## config.mk

```make
export PLATFORM = sky130hd
export DESIGN_NAME = mrc_cfg_bank
export DESIGN_NICKNAME = d
export VERILOG_FILES = /design/src/design/mrc_cal_policy.v /design/src/design/mrc_cfg_bank.v
export VERILOG_INCLUDE_DIRS = /design/src /design/src/include
export SDC_FILE = /design/constraint.sdc
export NUM_CORES = 1
export LEC_CHECK = 0
export BUFFER_PORTS_ARGS = -buffer_cell sky130_fd_sc_hd__buf_2
export CAP_MARGIN = 20
export CORE_MARGIN = 5
export CORE_UTILIZATION = 35
export CTS_CLUSTER_DIAMETER = 60
export DETAILED_ROUTE_END_ITERATION = 6
export GPL_TIMING_DRIVEN = 0
export PLACE_DENSITY = 0.63
export SLEW_MARGIN = 20
export SYNTH_ARGS = -nofsm -noshare
export SYNTH_HDL_FRONTEND = slang
export SYNTH_HIERARCHICAL = 1
export SYNTH_SLANG_ARGS = --single-unit
export TNS_END_PERCENT = 10
```

## constraint.sdc

```tcl
create_clock -name clock_i -period 1.54 [get_ports clock_i]
set_input_delay 0.231 -clock clock_i [delete_from_list [all_inputs] [get_ports clock_i]]
set_output_delay 0.231 -clock clock_i [all_outputs]
set_load 0.005 [all_outputs]
```

## src/include/mrc_defs.vh

```
// mrc_defs.vh: register offsets, field codes and reset values of the
// modem / radio control configuration bank.
// assumes: included by bare name from the design files.
`ifndef MRC_DEFS_VH
`define MRC_DEFS_VH

`define MRC_ADDR_SPC_EXP 6'h13
`define MRC_ADDR_SPC_MANT 6'h14
`define MRC_ADDR_DEVIATION 6'h15
`define MRC_ADDR_RX_TERM 6'h16
`define MRC_ADDR_RX_EXIT 6'h17
`define MRC_ADDR_CAL 6'h18

`define MRC_RST_SPC_EXP 2'h2
`define MRC_RST_SPC_TUNE 1'h0
`define MRC_RST_SPC_MANT 8'hf8
`define MRC_RST_DEV_EXP 3'h4
`define MRC_RST_DEV_MANT 3'h7
`define MRC_RST_RECEIVED_SIGNAL_STRENGTH_TERM 1'h0
`define MRC_RST_TERM_TUNE 4'h7
`define MRC_RST_EXIT_TUNE_HI 2'h3
`define MRC_RST_RXOFF 2'h0
`define MRC_RST_EXIT_TUNE_LO 2'h0
`define MRC_RST_AUTOCAL 2'h0
`define MRC_RST_CAL_TUNE 4'h0

`define MRC_RXOFF_IDLE 2'h0
`define MRC_RXOFF_STAY 2'h3

`define MRC_CAL_NEVER 2'h0
`define MRC_CAL_IDLE_TO_RX 2'h1
`define MRC_CAL_RX_TO_IDLE 2'h2
`define MRC_CAL_EVERY_4TH 2'h3

`define MRC_OOK_SYMBOLS 4'h8

`endif
```

## src/design/mrc_cal_policy.v

```verilog
// mrc_cal_policy.v: decides when the synthesizer is calibrated automatically.
// assumes: transition pulses are one cycle wide and come from the radio fsm.
`timescale 1ns/1ps
`default_nettype none
`include "mrc_defs.vh"
module mrc_cal_policy (
  input wire clock_i,
  input wire resetn_i,
  input wire [1:0] synth_autocalibration_policy_i,
  input wire idle_to_rx_i,
  input wire auto_rx_to_idle_i,
  output wire cal_request_o
);
  reg [1:0] return_count_r;
  reg [1:0] return_count_nxt;

  // counter only advances in every-4th mode so switching modes starts fresh
  always @*
  begin
    return_count_nxt = return_count_r;
    if (synth_autocalibration_policy_i != `MRC_CAL_EVERY_4TH)
      return_count_nxt = 2'h0;
    else if (auto_rx_to_idle_i)
      return_count_nxt = return_count_r + 2'h1;
  end

  always @(posedge clock_i or negedge resetn_i)
  begin
    if (!resetn_i)
      return_count_r <= 2'h0;
    else
      return_count_r <= return_count_nxt;
  end

  // never mode asserts nothing, host must use the calibration strobe
  assign cal_request_o =
    ((synth_autocalibration_policy_i == `MRC_CAL_IDLE_TO_RX) && idle_to_rx_i) ||
    ((synth_autocalibration_policy_i == `MRC_CAL_RX_TO_IDLE) && auto_rx_to_idle_i) ||
    ((synth_autocalibration_policy_i == `MRC_CAL_EVERY_4TH) && auto_rx_to_idle_i &&
     (return_count_r == 2'h3));
endmodule // mrc_cal_policy
`default_nettype wire

```

## src/design/mrc_cfg_bank.v

```verilog
// mrc_cfg_bank.v: modem and radio control configuration registers with the
// small decisions that read them.
// assumes: register port is a synchronous byte write/read at 6-bit address,
// fed by the serial interface; radio events are one-cycle pulses.
//
// Functional notes
// - two-bit channel spacing exponent in low bits of first modem register, reset 10.
// - eight-bit spacing mantissa reset 0xf8 sets channel spacing with exponent.
// - deviation exponent bits 6:4 reset 4, mantissa bits 2:0 reset 7.
// - with on-off keying the deviation mantissa has no effect.
// - received_signal_strength termination bit ends rx when carrier sense drops; ook times out after 8 symbols.
// - receive-off field picks next state after packet: 00 idle, 11 stay rx.
// - autocalibration 00 never calibrates; host must issue calibration strobe.
// - 01 calibrate idle to rx, 10 on auto return, 11 every fourth return.
// - vendor-tuned fields kept as read-write storage with their reset values, except the calibration register's low bits, which read 0.
`timescale 1ns/1ps
`default_nettype none
`include "mrc_defs.vh"
module mrc_cfg_bank (
  input wire clock_i,
  input wire resetn_i,
  input wire [5:0] reg_addr_i,
  input wire reg_write_i,
  input wire [7:0] reg_wdata_i,
  output reg [7:0] reg_rdata_o,
  input wire on_off_keying_i,
  input wire symbol_tick_i,
  input wire carrier_sense_i,
  input wire rx_start_i,
  input wire packet_done_i,
  input wire idle_to_rx_i,
  input wire auto_rx_to_idle_i,
  output reg [1:0] channel_spacing_exponent_o,
  output reg [7:0] channel_spacing_mantissa_o,
  output reg [2:0] deviation_exponent_o,
  output wire [2:0] deviation_mantissa_o,
  output wire rx_terminate_o,
  output wire stay_in_rx_o,
  output wire go_idle_o,
  output wire cal_request_o
);
  reg spc_tune_r;
  reg [2:0] dev_mant_r;
  reg received_signal_strength_rx_termination_r;
  reg [3:0] term_tune_r;
  reg [1:0] exit_tune_hi_r;
  reg [1:0] receive_off_next_state_r;
  reg [1:0] exit_tune_lo_r;
  reg [1:0] synth_autocalibration_policy_r;
  reg [3:0] symbol_count_r;
  reg carrier_seen_r;
  reg [7:0] rdata_nxt;
  wire wr_spc_exp;
  wire wr_spc_mant;
  wire wr_deviation;
  wire wr_rx_term;
  wire wr_rx_exit;
  wire wr_cal;

  function hit;
    input [5:0] addr;
    input [5:0] target;
    begin
      hit = (addr == target);
    end
  endfunction

  // reserved codes 01/10 fall back to idle, the safer exit
  function rxoff_stays;
    input [1:0] code;
    begin
      case (code)
        `MRC_RXOFF_STAY: rxoff_stays = 1'b1;
        `MRC_RXOFF_IDLE: rxoff_stays = 1'b0;
        default: rxoff_stays = 1'b0;
      endcase
    end
  endfunction

  // only defined bit positions are stored; the rest are dropped
  assign wr_spc_exp = reg_write_i && hit(reg_addr_i, `MRC_ADDR_SPC_EXP);
  assign wr_spc_mant = reg_write_i && hit(reg_addr_i, `MRC_ADDR_SPC_MANT);
  assign wr_deviation = reg_write_i && hit(reg_addr_i, `MRC_ADDR_DEVIATION);
  assign wr_rx_term = reg_write_i && hit(reg_addr_i, `MRC_ADDR_RX_TERM);
  assign wr_rx_exit = reg_write_i && hit(reg_addr_i, `MRC_ADDR_RX_EXIT);
  assign wr_cal = reg_write_i && hit(reg_addr_i, `MRC_ADDR_CAL);

  // one process per register keeps each field's reset beside its write
  always @(posedge clock_i or negedge resetn_i)
  begin
    if (!resetn_i)
    begin
      spc_tune_r <= `MRC_RST_SPC_TUNE;
      channel_spacing_exponent_o <= `MRC_RST_SPC_EXP;
    end
    else if (wr_spc_exp)
    begin
      spc_tune_r <= reg_wdata_i[7];
      channel_spacing_exponent_o <= reg_wdata_i[1:0];
    end
  end

  always @(posedge clock_i or negedge resetn_i)
  begin
    if (!resetn_i)
      channel_spacing_mantissa_o <= `MRC_RST_SPC_MANT;
    else if (wr_spc_mant)
      channel_spacing_mantissa_o <= reg_wdata_i;
  end

  always @(posedge clock_i or negedge resetn_i)
  begin
    if (!resetn_i)
    begin
      deviation_exponent_o <= `MRC_RST_DEV_EXP;
      dev_mant_r <= `MRC_RST_DEV_MANT;
    end
    else if (wr_deviation)
    begin
      deviation_exponent_o <= reg_wdata_i[6:4];
      dev_mant_r <= reg_wdata_i[2:0];
    end
  end

  always @(posedge clock_i or negedge resetn_i)
  begin
    if (!resetn_i)
    begin
      received_signal_strength_rx_termination_r <= `MRC_RST_RECEIVED_SIGNAL_STRENGTH_TERM;
      term_tune_r <= `MRC_RST_TERM_TUNE;
    end
    else if (wr_rx_term)
    begin
      received_signal_strength_rx_termination_r <= reg_wdata_i[4];
      term_tune_r <= reg_wdata_i[3:0];
    end
  end

  always @(posedge clock_i or negedge resetn_i)
  begin
    if (!resetn_i)
    begin
      exit_tune_hi_r <= `MRC_RST_EXIT_TUNE_HI;
      receive_off_next_state_r <= `MRC_RST_RXOFF;
      exit_tune_lo_r <= `MRC_RST_EXIT_TUNE_LO;
    end
    else if (wr_rx_exit)
    begin
      exit_tune_hi_r <= reg_wdata_i[5:4];
      receive_off_next_state_r <= reg_wdata_i[3:2];
      exit_tune_lo_r <= reg_wdata_i[1:0];
    end
  end

  always @(posedge clock_i or negedge resetn_i)
  begin
    if (!resetn_i)
      synth_autocalibration_policy_r <= `MRC_RST_AUTOCAL;
    else if (wr_cal)
      synth_autocalibration_policy_r <= reg_wdata_i[5:4];
  end

  // unused bits are constant zero on read
  always @*
  begin
    rdata_nxt = 8'h00;
    case (reg_addr_i)
      `MRC_ADDR_SPC_EXP: rdata_nxt = {spc_tune_r, 5'h00, channel_spacing_exponent_o};
      `MRC_ADDR_SPC_MANT: rdata_nxt = channel_spacing_mantissa_o;
      `MRC_ADDR_DEVIATION: rdata_nxt = {1'b0, deviation_exponent_o, 1'b0, dev_mant_r};
      `MRC_ADDR_RX_TERM: rdata_nxt = {3'h0, received_signal_strength_rx_termination_r, term_tune_r};
      `MRC_ADDR_RX_EXIT: rdata_nxt = {2'h0, exit_tune_hi_r, receive_off_next_state_r, exit_tune_lo_r};
      `MRC_ADDR_CAL: rdata_nxt = {2'h0, synth_autocalibration_policy_r, 4'h0};
      default: rdata_nxt = 8'h00;
    endcase
  end

  always @(posedge clock_i or negedge resetn_i)
  begin
    if (!resetn_i)
      reg_rdata_o <= 8'h00;
    else
      reg_rdata_o <= rdata_nxt;
  end

  // ook hides the mantissa so the demodulator never sees it
  assign deviation_mantissa_o = on_off_keying_i ? 3'h0 : dev_mant_r;

  // carrier-sense watch over the first 8 symbols of an rx window
  always @(posedge clock_i or negedge resetn_i)
  begin
    if (!resetn_i)
    begin
      symbol_count_r <= 4'h0;
      carrier_seen_r <= 1'b0;
    end
    else if (rx_start_i)
    begin
      symbol_count_r <= 4'h0;
      // a carrier already present as the window opens counts for it: set wins
      carrier_seen_r <= carrier_sense_i;
    end
    else
    begin
      if (carrier_sense_i)
        carrier_seen_r <= 1'b1;
      if (symbol_tick_i && (symbol_count_r != `MRC_OOK_SYMBOLS))
        symbol_count_r <= symbol_count_r + 4'h1;
    end
  end

  // fsk ends rx when carrier drops; ook ends rx if none seen in 8 symbols
  assign rx_terminate_o = received_signal_strength_rx_termination_r &&
    (on_off_keying_i ? ((symbol_count_r == `MRC_OOK_SYMBOLS) && !carrier_seen_r && !carrier_sense_i)
                     : !carrier_sense_i);

  // both exits share one decode so exactly one fires per packet
  assign stay_in_rx_o = packet_done_i && rxoff_stays(receive_off_next_state_r);
  assign go_idle_o = packet_done_i && !rxoff_stays(receive_off_next_state_r);

  mrc_cal_policy u_cal (
    .clock_i(clock_i),
    .resetn_i(resetn_i),
    .synth_autocalibration_policy_i(synth_autocalibration_policy_r),
    .idle_to_rx_i(idle_to_rx_i),
    .auto_rx_to_idle_i(auto_rx_to_idle_i),
    .cal_request_o(cal_request_o)
  );
endmodule // mrc_cfg_bank
`default_nettype wire

```

==> run summary <==
Final core occ: 0.450
CTS Root Cell: clkbuf_8
Initial Util: 0.360
Antenna-violating nets left: 0
Via count: 1468
Clock Latency Late Sink: 0.30 ns
Tmin final: 1.66 ns
DRC viols: 0
Per-cell routed wire length: 16.5 um
Setup violators final: 4
Post-synth EDFFs: 0
Post-synthesis compound-gate area fraction: 0.0535
Pwr Density: 953 mW/mm^2
Final WL: 4860 um
Crit end category: primary output
I/O Pins: 52
Largest family of logic cells by synthesized area: multiplexers
Mapped cell area: 0.00213 mm^2
Largest net degree at the start of global routing: 46
DIE AREA: 0.00774 mm^2
Clock network fraction of design power: 0.286
Achievable Freq: 601 MHz
Min-delay src: carrier_sense_i
Critical Path Source Type: flop
Outcome: finished, violations left
Async SR Flop Fraction: 1.00
Primary FF master, synth: dfrtp_1
Gate power share: 0.157
Critical Path AT: 1.43 ns
GPL Wtd Cong: 0.827
Die Width: 88 um
Avg Cell Area, Syn: 14.1 um^2
Ys Warns: 6
Syn Nets: 178
CTS tree: done
First-pass GRT wire length: 7690 um
ANT cells: 0
Failing checks: negative setup slack
Unrepaired setup endpoints after global routing: true
Vias in the first global route: 1486
Via density: 4.99
Die Y: 88 um
R2R Path Start: symbol_count_r[1]
Synth Instances: 151
Clock skew: 0.00928 ns
Max cap viols: 0
Initial DRC count: 64
Synth Area in Adders: 0.0176
Synth Area in XOR/XNOR: 0.00823
Hold Crit Class: in2reg
#FFs+latches synth: 45
Sequential cell fraction of total power: 0.558
Worst reg-to-reg path cell count: 10
Rows: 28
Setup TNS: -0.258 ns
Hold Path Depth: 2
Most common cell after layout, fill and taps aside: buf_2
Sequential share of the synthesized area: 0.538
Reg2Reg Capture Point: symbol_count_r[1]
Slew HR: 0.635
Crit-path max FO: 2
Initial antenna violation count: 0
Share of cells above drive strength 1: 0.584
Core Region: 0.00592 mm^2
Net Sw Power: 0.000649 W
Total gr overflow: 0
Simple-gate area share of the yosys netlist: 0.113
Final worst-path cycle share: 1.08
Mux cell area share after synthesis: 0.240
Worst hold endpoint: carrier_seen_r
Leak: 1.31 nW
Port bufs: 51
Final WS setup: -0.124 ns
H-tree levels: 2
Area Growth Syn to Fin: 25.2%
# fillers: 558
Sw Ratio: 0.255
Max VDD drop: 630 uV
Crit path required time: 1.31 ns
Worst-path clk slew: 0.09 ns
Yosys cell types: 39
Slew @ Worst Pin: 0.547 ns
R2r setup slk: -0.06 ns
Final nets: 245
TritonCTS Buffers: 5
GRT Util Overall: 0.131
Endpoints failing hold: 0
Sink Count: 45
Drt first pass iters: 4
Crit path kind: reg2out
Int Pwr: 0.00189 W
Most frequent cells in the layout: buf_2 (51), dfrtp_1 (30), mux2_2 (20)
Slew Limit Fails: 0
Clock buffer depth: 2
-- per-stage QoR --
step	hold WS, ns	total power [W]	std cells	area [um^2]	setup WS, ns
after global routing	0.110	0.00268	294	2670	-0.169
after CTS	0.114	0.00256	292	2650	-0.111
after detailed placement	0.434	0.00182	277	2480	-0.0631
after floorplan	-0.0646	0.00164	151	2130	0.172
after global placement	0.431	0.00181	277	2480	-0.0741
final	0.126	0.00254	294	2670	-0.124
-- cell usage after synthesis (2+ instances only) --
cell type | instances | area [um^2]
nand2_1 | 4 | 15.0
nor2b_1 | 4 | 25.0
mux4_2 | 4 | 90.1
ha_1 | 3 | 37.5
dfstp_2 | 15 | 394
nor2_1 | 4 | 15.0
o21ai_0 | 5 | 25.0
dfrtp_1 | 30 | 751
a21oi_1 | 3 | 15.0
mux2i_1 | 3 | 30.0
inv_1 | 5 | 18.8
buf_6 | 3 | 33.8
mux2_2 | 20 | 225
and2_1 | 3 | 18.8
and3b_1 | 3 | 26.3
mux2_4 | 11 | 165
nand3_1 | 5 | 25.0
a22o_1 | 4 | 35.0
and4b_1 | 2 | 20.0
-- flip-flops by register name (all words and copies together), names as in the netlist --
register                                   flops
exit_tune_lo_r                                 2
receive_off_next_state_r                       2
deviation_exponent_o                           3
channel_spacing_mantissa_o                     8
dev_mant_r                                     3
exit_tune_hi_r                                 2
received_signal_strength_rx_termination_r      1
carrier_seen_r                                 1
spc_tune_r                                     1
synth_autocalibration_policy_r                 2
symbol_count_r                                 4
channel_spacing_exponent_o                     2
u_cal/return_count_r                           2
reg_rdata_o                                    8
term_tune_r                                    4
-- worst max-delay path: stages, from the launching register on --
cell and delay (ns):
dfrtp_1 0.41, inv_2 0.08, ha_4 0.14, nand3b_1 0.12, o21ai_1 0.13, and3b_1 0.16
buf_2 0.11
-- layer usage --
metal  global-route usage  vias to the layer above  share of wire
met5                    0                        -              0
met4               0.0418                        0          0.014
met3               0.0339                        9          0.046
met2                0.203                       38           0.46
met1                0.181                      738           0.48
li1                     -                      683              -
-- what timing repair did --
action	CTS	global route
resized for setup	9	0
hold buffers	0	1
setup buffers	7	1
pin swaps	3	1
setup endpoints to repair	1	4
endpoints found under the hold margin	0	30
-- power by group through the flow --
stage	Combinational, W	Sequential [W]	Clock [W]
finish	0.000398	0.00142	0.000725
global route	0.000436	0.00143	0.000807
CTS	0.000396	0.00142	0.000750
detailed placement	0.000384	0.00144	0
global placement	0.000376	0.00144	0
floorplan	0.000218	0.00142	0
-- how the worst max path moves through the flow --
stage	cells past startpoint	slack, ns	to	from
final	6	-0.12	rx_terminate_o	symbol_count_r[1]
after global routing	6	-0.17	rx_terminate_o	symbol_count_r[1]
after CTS	6	-0.11	rx_terminate_o	symbol_count_r[1]
after detailed placement	5	-0.06	channel_spacing_mantissa_o[2]	reg_addr_i[1]
after global placement	5	-0.07	channel_spacing_mantissa_o[0]	reg_addr_i[1]
after floorplan	5	0.17	deviation_exponent_o[0]	reg_addr_i[5]
-- layout make-up --
| cell class | instances | area, um^2 | area share |
|---|---|---|---|
| clock inverters | 2 | 15.0 | 0.00563 |
| multi-input cells | 96 | 932 | 0.350 |
| inverters | 5 | 18.8 | 0.00704 |
| repair buffers | 60 | 343 | 0.129 |
| clock buffers | 6 | 72.6 | 0.0272 |
| plain buffers | 5 | 46.3 | 0.0174 |
| flip-flops and latches | 45 | 1140 | 0.429 |
| well taps | 75 | 93.8 | 0.0352 |
-- kinds of logic after synthesis --
logic type	after synthesis
adders and majority gates	3
buffers and inverters	10
muxes	38
and+or+nand+nor	36
AOI/OAI and AO/OA	17
DFF	45
xor gates and xnor gates	2
Note: power is estimated with default switching activity, not from simulation.
